File: config.mk
export PLATFORM = sky130hd
export DESIGN_NAME = tts_top
export DESIGN_NICKNAME = d
export VERILOG_FILES = /design/src/logic/tts_pkg.sv /design/src/logic/tts_beeper.sv /design/src/logic/tts_sync.sv /design/src/logic/tts_top.sv
export SDC_FILE = /design/constraint.sdc
export NUM_CORES = 1
export LEC_CHECK = 0
export BUFFER_PORTS_ARGS = -buffer_cell sky130_fd_sc_hd__clkbuf_2
export CORE_MARGIN = 4
export CORE_UTILIZATION = 53
export CTS_CLUSTER_SIZE = 25
export DETAILED_ROUTE_END_ITERATION = 16
export PLACE_DENSITY = 0.75
export SYNTH_ARGS = -nofsm -noshare
export SYNTH_HDL_FRONTEND = slang
export SYNTH_SLANG_ARGS = --single-unit
File: constraint.sdc
create_clock -name clk -period 3.6 [get_ports clk]
set_clock_uncertainty 0.05 [all_clocks]
set_input_delay 0.18 -clock clk [delete_from_list [all_inputs] [get_ports clk]]
set_output_delay 0.18 -clock clk [all_outputs]
set_load 0.05 [all_outputs]
File: src/logic/tts_pkg.sv
// package for the test timing sequencer: register map, fields, enums
package tts_pkg;
	// register byte addresses
	localparam logic [7:0] ADDR_CTRL     = 8'h00;
	localparam logic [7:0] ADDR_DURATION = 8'h04;
	localparam logic [7:0] ADDR_STATUS   = 8'h08;
	localparam logic [7:0] ADDR_ELAPSED  = 8'h0C;
	localparam logic [7:0] ADDR_IRQ_STAT = 8'h10;
	localparam logic [7:0] ADDR_IRQ_MASK = 8'h14;
	// ctrl fields
	localparam int CTRL_TYPE_LSB = 0;
	localparam int CTRL_LOAD_BIT = 2;
	// reset values
	localparam logic [15:0] DURATION_RESET = 16'h0096;
	// beep lengths in cycles at 200 MHz
	localparam int unsigned CLK_HZ        = 200000000;
	localparam int unsigned SHORT_BEEP_MS = 100;
	localparam int unsigned LONG_BEEP_MS  = 1000;
	localparam logic [31:0] SHORT_BEEP_CYC = 32'(CLK_HZ / 1000 * SHORT_BEEP_MS);
	localparam logic [31:0] LONG_BEEP_CYC  = 32'(CLK_HZ / 1000 * LONG_BEEP_MS);
	// interrupt bits
	localparam int IRQ_DONE  = 0;
	localparam int IRQ_ABORT = 1;
	localparam int IRQ_HOLD  = 2;
	localparam int IRQ_W     = 3;

	typedef enum logic [1:0] {
		TYPE_UNTIMED = 2'h0,
		TYPE_MANUAL  = 2'h1,
		TYPE_TIMED   = 2'h2
	} tts_test_type;

	typedef enum logic [2:0] {
		ST_NORMAL   = 3'h0,
		ST_HOLD     = 3'h1,
		ST_AWAIT    = 3'h2,
		ST_RUNNING  = 3'h3,
		ST_COMPLETE = 3'h4,
		ST_ABORTED  = 3'h5
	} tts_state_type;

	typedef struct packed {
		logic start;
		logic stop;
		logic overload;
	} tts_keys_type;

	typedef struct packed {
		logic measure_en;
		logic graph_en;
		logic minmax_clr;
	} tts_meas_type;
endpackage : tts_pkg

File: src/logic/tts_beeper.sv
// beeper: short or long tone timer
module tts_beeper (
	// clock and reset
	input  wire logic clk,
	input  wire logic reset,
	// requests
	input  wire logic short_req,
	input  wire logic long_req,
	// tone
	output logic      beep
);
	logic [31:0] cnt_reg;

	// long request wins if both arrive together
	always_ff @(posedge clk or posedge reset) begin
		if (reset) begin
			cnt_reg <= 32'h0000_0000;
		end else if (long_req) begin
			cnt_reg <= tts_pkg::LONG_BEEP_CYC;
		end else if (short_req) begin
			cnt_reg <= tts_pkg::SHORT_BEEP_CYC;
		end else if (cnt_reg != 32'h0000_0000) begin
			cnt_reg <= cnt_reg - 32'h0000_0001;
		end
	end

	assign beep = (cnt_reg != 32'h0000_0000);
endmodule : tts_beeper

File: src/logic/tts_sync.sv
// two-flop synchroniser with rising-edge pulse
module tts_sync (
	// clock and reset
	input  wire logic clk,
	input  wire logic reset,
	// async in, sync pulse out
	input  wire logic din,
	output logic      rise
);
	logic s1_reg;
	logic s2_reg;
	logic s3_reg;

	// first flop only feeds second; edge taken on later stages
	always_ff @(posedge clk or posedge reset) begin
		if (reset) begin
			s1_reg <= 1'b0;
			s2_reg <= 1'b0;
			s3_reg <= 1'b0;
		end else begin
			s1_reg <= din;
			s2_reg <= s1_reg;
			s3_reg <= s2_reg;
		end
	end

	assign rise = s2_reg & ~s3_reg;
endmodule : tts_sync

File: src/logic/tts_top.sv
// test timing sequencer: modes, status, lamp, load gate, elapsed timer, apb
module tts_top (
	// clock and reset
	input  wire logic                 clk,
	input  wire logic                 reset,
	// apb slave
	input  wire logic                 psel,
	input  wire logic                 penable,
	input  wire logic                 pwrite,
	input  wire logic [7:0]           paddr,
	input  wire logic [31:0]          pwdata,
	output logic      [31:0]          prdata,
	output logic                      pready,
	output logic                      pslverr,
	// front panel and sensors (asynchronous)
	input  wire logic                 start_key,
	input  wire logic                 stop_key,
	input  wire logic                 overload_in,
	input  wire logic                 sec_tick_in,
	// outputs
	output logic                      lamp_on,
	output logic                      lamp_flash,
	output logic                      beep,
	output logic                      load_en,
	output tts_pkg::tts_meas_type     meas,
	output logic                      irq
);
	tts_pkg::tts_keys_type key;
	logic                  tick;
	tts_pkg::tts_test_type type_reg;
	logic                  load_during_reg;
	logic [15:0]           duration_reg;
	tts_pkg::tts_state_type state_reg;
	tts_pkg::tts_state_type state_next;
	logic [15:0]           elapsed_reg;
	logic [tts_pkg::IRQ_W-1:0] irq_stat_reg;
	logic [tts_pkg::IRQ_W-1:0] irq_mask_reg;
	logic [tts_pkg::IRQ_W-1:0] irq_event;
	logic                  wr_en;
	logic                  rd_en;
	logic                  type_wr;
	logic                  done_evt;
	logic                  abort_evt;
	logic                  clr_elapsed;
	logic [31:0]           prdata_next;

	// every pin passes two flops before use
	tts_sync u_start (.clk(clk), .reset(reset), .din(start_key),   .rise(key.start));
	tts_sync u_stop  (.clk(clk), .reset(reset), .din(stop_key),    .rise(key.stop));
	tts_sync u_ovl   (.clk(clk), .reset(reset), .din(overload_in), .rise(key.overload));
	tts_sync u_tick  (.clk(clk), .reset(reset), .din(sec_tick_in), .rise(tick));

	// apb: zero wait states, write and read on the access cycle
	assign wr_en   = psel & penable & pwrite;
	assign rd_en   = psel & penable & ~pwrite;
	assign pready  = 1'b1;
	assign type_wr = wr_en & (paddr == tts_pkg::ADDR_CTRL);

	function automatic logic mapped(input logic [7:0] a);
		mapped = (a == tts_pkg::ADDR_CTRL) || (a == tts_pkg::ADDR_DURATION) ||
			(a == tts_pkg::ADDR_STATUS) || (a == tts_pkg::ADDR_ELAPSED) ||
			(a == tts_pkg::ADDR_IRQ_STAT) || (a == tts_pkg::ADDR_IRQ_MASK);
	endfunction : mapped

	assign pslverr = psel & penable & ~mapped(paddr);

	// configuration registers
	always_ff @(posedge clk or posedge reset) begin
		if (reset) begin
			type_reg        <= tts_pkg::TYPE_UNTIMED;
			load_during_reg <= 1'b0;
			duration_reg    <= tts_pkg::DURATION_RESET;
			irq_mask_reg    <= '0;
		end else if (wr_en) begin
			case (paddr)
				tts_pkg::ADDR_CTRL: begin
					if (pwdata[tts_pkg::CTRL_TYPE_LSB +: 2] != 2'h3) begin
						type_reg <= tts_pkg::tts_test_type'(pwdata[tts_pkg::CTRL_TYPE_LSB +: 2]);
					end
					load_during_reg <= pwdata[tts_pkg::CTRL_LOAD_BIT];
				end
				// 16-bit field cannot hold more than 65535
				tts_pkg::ADDR_DURATION: duration_reg <= pwdata[15:0];
				tts_pkg::ADDR_IRQ_MASK: irq_mask_reg <= pwdata[tts_pkg::IRQ_W-1:0];
				default: ;
			endcase
		end
	end

	assign done_evt  = (state_reg == tts_pkg::ST_RUNNING) && (type_reg == tts_pkg::TYPE_TIMED)
		&& (elapsed_reg == duration_reg) && !key.start;
	assign abort_evt = (state_reg == tts_pkg::ST_RUNNING) && (type_reg == tts_pkg::TYPE_TIMED)
		&& !done_evt && (key.overload || key.stop);

	// sequencer next state; a mode write resets the sequence
	always_comb begin
		state_next = state_reg;
		if (type_wr) begin
			case (pwdata[tts_pkg::CTRL_TYPE_LSB +: 2])
				tts_pkg::TYPE_TIMED:  state_next = tts_pkg::ST_AWAIT;
				tts_pkg::TYPE_MANUAL: state_next = tts_pkg::ST_NORMAL;
				tts_pkg::TYPE_UNTIMED: state_next = tts_pkg::ST_NORMAL;
				default: state_next = state_reg;
			endcase
		end else begin
			case (state_reg)
				tts_pkg::ST_NORMAL: begin
					if (type_reg == tts_pkg::TYPE_UNTIMED && key.stop) begin
						state_next = tts_pkg::ST_HOLD;
					end else if (type_reg == tts_pkg::TYPE_MANUAL && key.start) begin
						state_next = tts_pkg::ST_RUNNING;
					end
				end
				tts_pkg::ST_HOLD: begin
					if (key.stop) begin
						state_next = tts_pkg::ST_NORMAL;
					end
				end
				tts_pkg::ST_AWAIT: begin
					if (key.start) begin
						state_next = tts_pkg::ST_RUNNING;
					end
				end
				tts_pkg::ST_RUNNING: begin
					if (done_evt) begin
						state_next = tts_pkg::ST_COMPLETE;
					end else if (abort_evt) begin
						state_next = tts_pkg::ST_ABORTED;
					end else if (type_reg == tts_pkg::TYPE_MANUAL && key.stop && !key.start) begin
						state_next = tts_pkg::ST_COMPLETE;
					end
				end
				tts_pkg::ST_COMPLETE, tts_pkg::ST_ABORTED: begin
					if (key.stop) begin
						state_next = (type_reg == tts_pkg::TYPE_TIMED) ?
							tts_pkg::ST_AWAIT : tts_pkg::ST_NORMAL;
					end
				end
				default: state_next = tts_pkg::ST_NORMAL;
			endcase
		end
	end

	// sequencer state
	always_ff @(posedge clk or posedge reset) begin
		if (reset) begin
			state_reg <= tts_pkg::ST_NORMAL;
		end else begin
			state_reg <= state_next;
		end
	end

	// elapsed clears on rearm, on a fresh start and on restart while running
	assign clr_elapsed = key.start && (state_reg == tts_pkg::ST_RUNNING ||
		state_next == tts_pkg::ST_RUNNING) ||
		(state_next == tts_pkg::ST_NORMAL || state_next == tts_pkg::ST_AWAIT);

	// elapsed seconds: a restart wins over a tick in the same cycle
	always_ff @(posedge clk or posedge reset) begin
		if (reset) begin
			elapsed_reg <= 16'h0000;
		end else if (clr_elapsed) begin
			elapsed_reg <= 16'h0000;
		end else if (state_reg == tts_pkg::ST_RUNNING && tick && !done_evt &&
			elapsed_reg != 16'hFFFF) begin
			elapsed_reg <= elapsed_reg + 16'h0001;
		end
	end

	// lamp, load, measurement gating from flops
	always_ff @(posedge clk or posedge reset) begin
		if (reset) begin
			lamp_on    <= 1'b0;
			lamp_flash <= 1'b0;
			load_en    <= 1'b1;
			meas       <= '{measure_en: 1'b1, graph_en: 1'b1, minmax_clr: 1'b0};
		end else begin
			lamp_on    <= (state_next == tts_pkg::ST_RUNNING);
			lamp_flash <= (state_next == tts_pkg::ST_HOLD) ||
				(state_next == tts_pkg::ST_COMPLETE) ||
				(state_next == tts_pkg::ST_ABORTED);
			// untimed always powers the load
			load_en    <= (type_reg == tts_pkg::TYPE_UNTIMED) || !load_during_reg ||
				(state_next == tts_pkg::ST_RUNNING);
			meas.measure_en <= !((state_next == tts_pkg::ST_HOLD) ||
				(state_next == tts_pkg::ST_COMPLETE) ||
				(state_next == tts_pkg::ST_ABORTED));
			meas.graph_en   <= 1'b1;
			meas.minmax_clr <= key.start;
		end
	end

	// beeps: short on timed completion, long on overload abort
	tts_beeper u_beep (
		.clk      (clk),
		.reset    (reset),
		.short_req(done_evt),
		.long_req (abort_evt & key.overload),
		.beep     (beep)
	);

	// sticky interrupt status, write one to clear, set wins
	assign irq_event = {key.stop & (state_reg == tts_pkg::ST_NORMAL) &
		(type_reg == tts_pkg::TYPE_UNTIMED), abort_evt, done_evt};
	always_ff @(posedge clk or posedge reset) begin
		if (reset) begin
			irq_stat_reg <= '0;
		end else begin
			irq_stat_reg <= (irq_stat_reg & ~((wr_en && paddr == tts_pkg::ADDR_IRQ_STAT) ?
				pwdata[tts_pkg::IRQ_W-1:0] : '0)) | irq_event;
		end
	end
	assign irq = |(irq_stat_reg & irq_mask_reg);

	// read mux
	always_comb begin
		prdata_next = 32'h0000_0000;
		case (paddr)
			tts_pkg::ADDR_CTRL: begin
				prdata_next[tts_pkg::CTRL_TYPE_LSB +: 2] = type_reg;
				prdata_next[tts_pkg::CTRL_LOAD_BIT]      = load_during_reg;
			end
			tts_pkg::ADDR_DURATION: prdata_next[15:0] = duration_reg;
			// status: state code and load-off flag
			tts_pkg::ADDR_STATUS:   prdata_next[3:0] = {~load_en, state_reg};
			tts_pkg::ADDR_ELAPSED:  prdata_next[15:0] = elapsed_reg;
			tts_pkg::ADDR_IRQ_STAT: prdata_next[tts_pkg::IRQ_W-1:0] = irq_stat_reg;
			tts_pkg::ADDR_IRQ_MASK: prdata_next[tts_pkg::IRQ_W-1:0] = irq_mask_reg;
			default: prdata_next = 32'h0000_0000;
		endcase
	end
	// read data registered on the setup cycle so it is stable in access
	always_ff @(posedge clk or posedge reset) begin
		if (reset) begin
			prdata <= 32'h0000_0000;
		end else if (psel && !penable) begin
			prdata <= prdata_next;
		end
	end

	// assertions
	start_runs_a: assert property (@(posedge clk) disable iff (reset)
		(state_reg == tts_pkg::ST_AWAIT && key.start && !type_wr) |=>
		(state_reg == tts_pkg::ST_RUNNING) && lamp_on)
		else $error("start did not run test");
	flash_holds_a: assert property (@(posedge clk) disable iff (reset)
		lamp_flash |-> !meas.measure_en)
		else $error("measurement live while flashing");
	graph_live_a: assert property (@(posedge clk) disable iff (reset)
		meas.graph_en) else $error("graph frozen");
	minmax_clear_a: assert property (@(posedge clk) disable iff (reset)
		key.start |=> meas.minmax_clr) else $error("min max not cleared");
	done_beep_a: assert property (@(posedge clk) disable iff (reset)
		done_evt |=> (state_reg == tts_pkg::ST_COMPLETE) && beep && lamp_flash)
		else $error("completion wrong");
	restart_zero_a: assert property (@(posedge clk) disable iff (reset)
		(state_reg == tts_pkg::ST_RUNNING && key.start && !type_wr) |=> elapsed_reg == 16'h0000)
		else $error("restart kept time");
	tick_count_a: assert property (@(posedge clk) disable iff (reset)
		(state_reg == tts_pkg::ST_RUNNING && tick && !clr_elapsed && !done_evt &&
		elapsed_reg != 16'hFFFF) |=> elapsed_reg == $past(elapsed_reg) + 16'h0001)
		else $error("tick not counted");
	abort_long_a: assert property (@(posedge clk) disable iff (reset)
		(abort_evt && key.overload) |=> state_reg == tts_pkg::ST_ABORTED && beep)
		else $error("overload abort wrong");
	load_gate_a: assert property (@(posedge clk) disable iff (reset)
		(load_during_reg && type_reg != tts_pkg::TYPE_UNTIMED &&
		state_reg == tts_pkg::ST_AWAIT) |-> ##1 (!load_en || state_reg == tts_pkg::ST_RUNNING))
		else $error("load on outside test");
	manual_keep_a: assert property (@(posedge clk) disable iff (reset)
		(state_reg == tts_pkg::ST_COMPLETE && !key.stop && !type_wr) |=>
		$stable(elapsed_reg)) else $error("elapsed lost after completion");
	rearm_a: assert property (@(posedge clk) disable iff (reset)
		(state_reg == tts_pkg::ST_COMPLETE && type_reg == tts_pkg::TYPE_MANUAL &&
		key.stop && !type_wr) |=> state_reg == tts_pkg::ST_NORMAL && elapsed_reg == 16'h0000)
		else $error("rearm failed");
endmodule : tts_top
==> reports/metrics.cfg <==
[worst_setup_path]
critPathLaunchType=register
end_kind=output pin
crit_type=reg2out
slowest_delay_ps=650
cpMaxStageDelayCell=or4_1
worstPathArrival_ps=2990
critPathMaxFanout=19
cp_cell_sequence=or4_1 > or4b_4 > nor4_4 > nand2_2 > clkbuf_2
worst-endpoint-required_ps=3370

[synthesis]
synth_xor_area_share_pct=9.13
synthAdderAreaFrac_pct=0.435
yosysTopAreaCell=dfrtp_1
synth_common_cells=dfrtp_1 (103), nor2_1 (61), nand2_1 (47), xnor2_1 (33), mux2_2 (30)
yosys_warnings=0
synth_compound_area_share_pct=8.00
ys_ff_latch=109
yosysMostFrequentCell=dfrtp_1
synth.distinct_cells=67
synth_top_family_by_area=simple AND/OR/NAND/NOR gates
ys_seq_area_share_pct=47.5
postSynthAreaPerCell_um2=10.4
synth_simple_gate_area_share_pct=20.6
synthesis.area_um2=5750
ys.flop_type=dfrtp_1
synthCells=554
netlist_top_cells_area=dfrtp_1 (45%), mux2_2 (5.9%), xnor2_1 (5.0%), xor2_1 (4.1%), nor2_1 (4.0%)
synthDominantCellAreaShare_pct=44.8
yosys-mux-area-fraction_pct=8.74
synth_edf_count=0
synthArstFlopShare_pct=100

[timing]
finalCriticalPeriod_ps=3220
relSlewSlack_pct=32.2
finalSetupViolCount=0
worstMarginPinSlew_ps=1020
rsz0062_at_grt=false
whs_ps=65.3
maxSlewViolCount=0
max_freq_mhz=311
fin_tns_setup_ps=0
period_share_pct=89.3
hold_viol=0

[finish]
synthToLayoutAreaGrowth_pct=11.3
layout-drive-gt1-share_pct=22.2
fill_cells=895
design.final.nets=664
diodes=0
layoutNonFillerInstCount=754
final_core_util_pct=61.2
largest_reg_flops=32

[floorplan]
start_util_pct=55.0
fp.dieW_um=112
core-area_um2=10500
die_h_um=112
num_rows=37
die_area_um2=12600
io_pins=91

[clock_network]
post-cts-setup-buffers=0
clkSinkCount=109
htree_num_levels=3
cts_tree=yes
cts_buffers=9
insertion_delay_ps=380
clk_transition_reported_paths_ps=100
cts_buffer_depth=2
root_buffer=clkbuf_8

[global_route]
grt.overflow.total=0
grt_pass1_vias=4307
antenna_found_initial=0
grt_pass1_wl_mm=21.2
grt_max_degree=70
grtUsageTotal_pct=20.8

[routing]
drt_iter0_drc=325
dr.pass1.iters=5
wl_per_cell_um=16.6
drt_wl_total_mm=12.5
ant_nets=0
drc=0
via_per_inst=5.61
vias=4229

[min_path]
hp-class=in2reg

[placement]
dp.cells=720
dpl.hpwl_mm=8.97
numPortBuffers=56
place_congestion=0.853

[run]
cap_violations=0

[pwr]
p_per_area_nw_per_um2=492
p_leak_nw=3.01
ir_drop_uv=399

[outcome]
status=finished, final reports clean

cells by family (layout without fill, tap and decap cells):
| logic type | Yosys count | after routing |
|---|---|---|
| flops | 109 | 109 |
| fa+ha+maj | 2 | 2 |
| simple gates | 217 | 217 |
| mux | 46 | 46 |
| buf+inv | 57 | 105 |
| compound gates | 61 | 61 |
| other cells | 2 | 18 |
| xor+xnor | 60 | 60 |
power breakdown:
group / leakage, nW / internal [W] / total [W] / switching [W]
Clock: 0.0919 / 0.000343 / 0.000733 / 0.000390
Sequential: 1.41 / 0.00141 / 0.00161 / 0.000198
Combinational: 1.51 / 0.000349 / 0.000808 / 0.000460
routing by layer:
| metal | up-vias | wire length, um | GRT usage, % |
|---|---|---|---|
| li1 | 2012 | - | - |
| met1 | 2077 | 5710 | 27.7 |
| met2 | 117 | 5920 | 33.1 |
| met3 | 23 | 650 | 6.42 |
| met4 | 0 | 218 | 5.69 |
| met5 | - | 0 | 0 |
placed cells by master, fill, tap and decap left out, types with 6 or more instances in the layout:
master and n:
nand3_1 12, inv_1 8, dfstp_2 6, nand4_1 9
a21o_1 7, dlygate4sd3_1 18, xor2_1 27, xnor2_1 33
nand2_1 47, o31ai_1 13, conb_1 18, buf_4 6
mux2_2 30, nor3_1 15, nor4_1 19, dfrtp_1 103
mux2i_1 15, clkbuf_2 56, clkbuf_8 10, a21oi_1 13
nor2_1 61, o21ai_0 12
path summary, 6_finish.rpt:
check | slack, ps | cells past startpoint | start | end
min in group asynchronous | 450 | 3 | reset | prdata[9]
hold reg to reg | 300 | 0 | u_ovl.s1_reg | u_ovl.s2_reg
setup / recovery | 380 | 5 | u_beep.cnt_reg[16] | beep
max in group asynchronous | 2240 | 4 | reset | elapsed_reg[15]
hold / removal | 70 | 4 | pwdata[2] | irq_stat_reg[2]
setup reg to reg | 680 | 7 | u_beep.cnt_reg[16] | u_beep.cnt_reg[7]
critical path, delay by kind of cell (launching register included):
family	cells	cell delay (ps)
simple gates	4	1830
buf+inv	1	340
flops	1	440
repair_timing:
item | CTS | global route
hold endpoints to repair | 78 | 0
resized for setup | 0 | 0
hold buffers | 18 | 0
setup endpoints to repair | 0 | 0
layout make-up:
type / instances / area (um^2) / share of cell area (%)
multi-input combinational: 404 / 2770 / 43.2
sequential: 109 / 2740 / 42.7
timing repair buffer: 80 / 505 / 7.90
tap: 136 / 170 / 2.66
clock buffer: 15 / 156 / 2.44
inverter: 9 / 36.3 / 0.567
clock inverter: 1 / 30.0 / 0.469
stage by stage:
step | area, um^2 | total power [W] | worst slack, ps
floorplan | 5810 | 0.00228 | 506
global placement | 6030 | 0.00238 | 748
detailed placement | 6030 | 0.00242 | 708
CTS | 6400 | 0.00318 | 355
global route | 6400 | 0.00334 | 232
finish | 6400 | 0.00315 | 384
No activity file was read; power rests on OpenSTA's default activity.
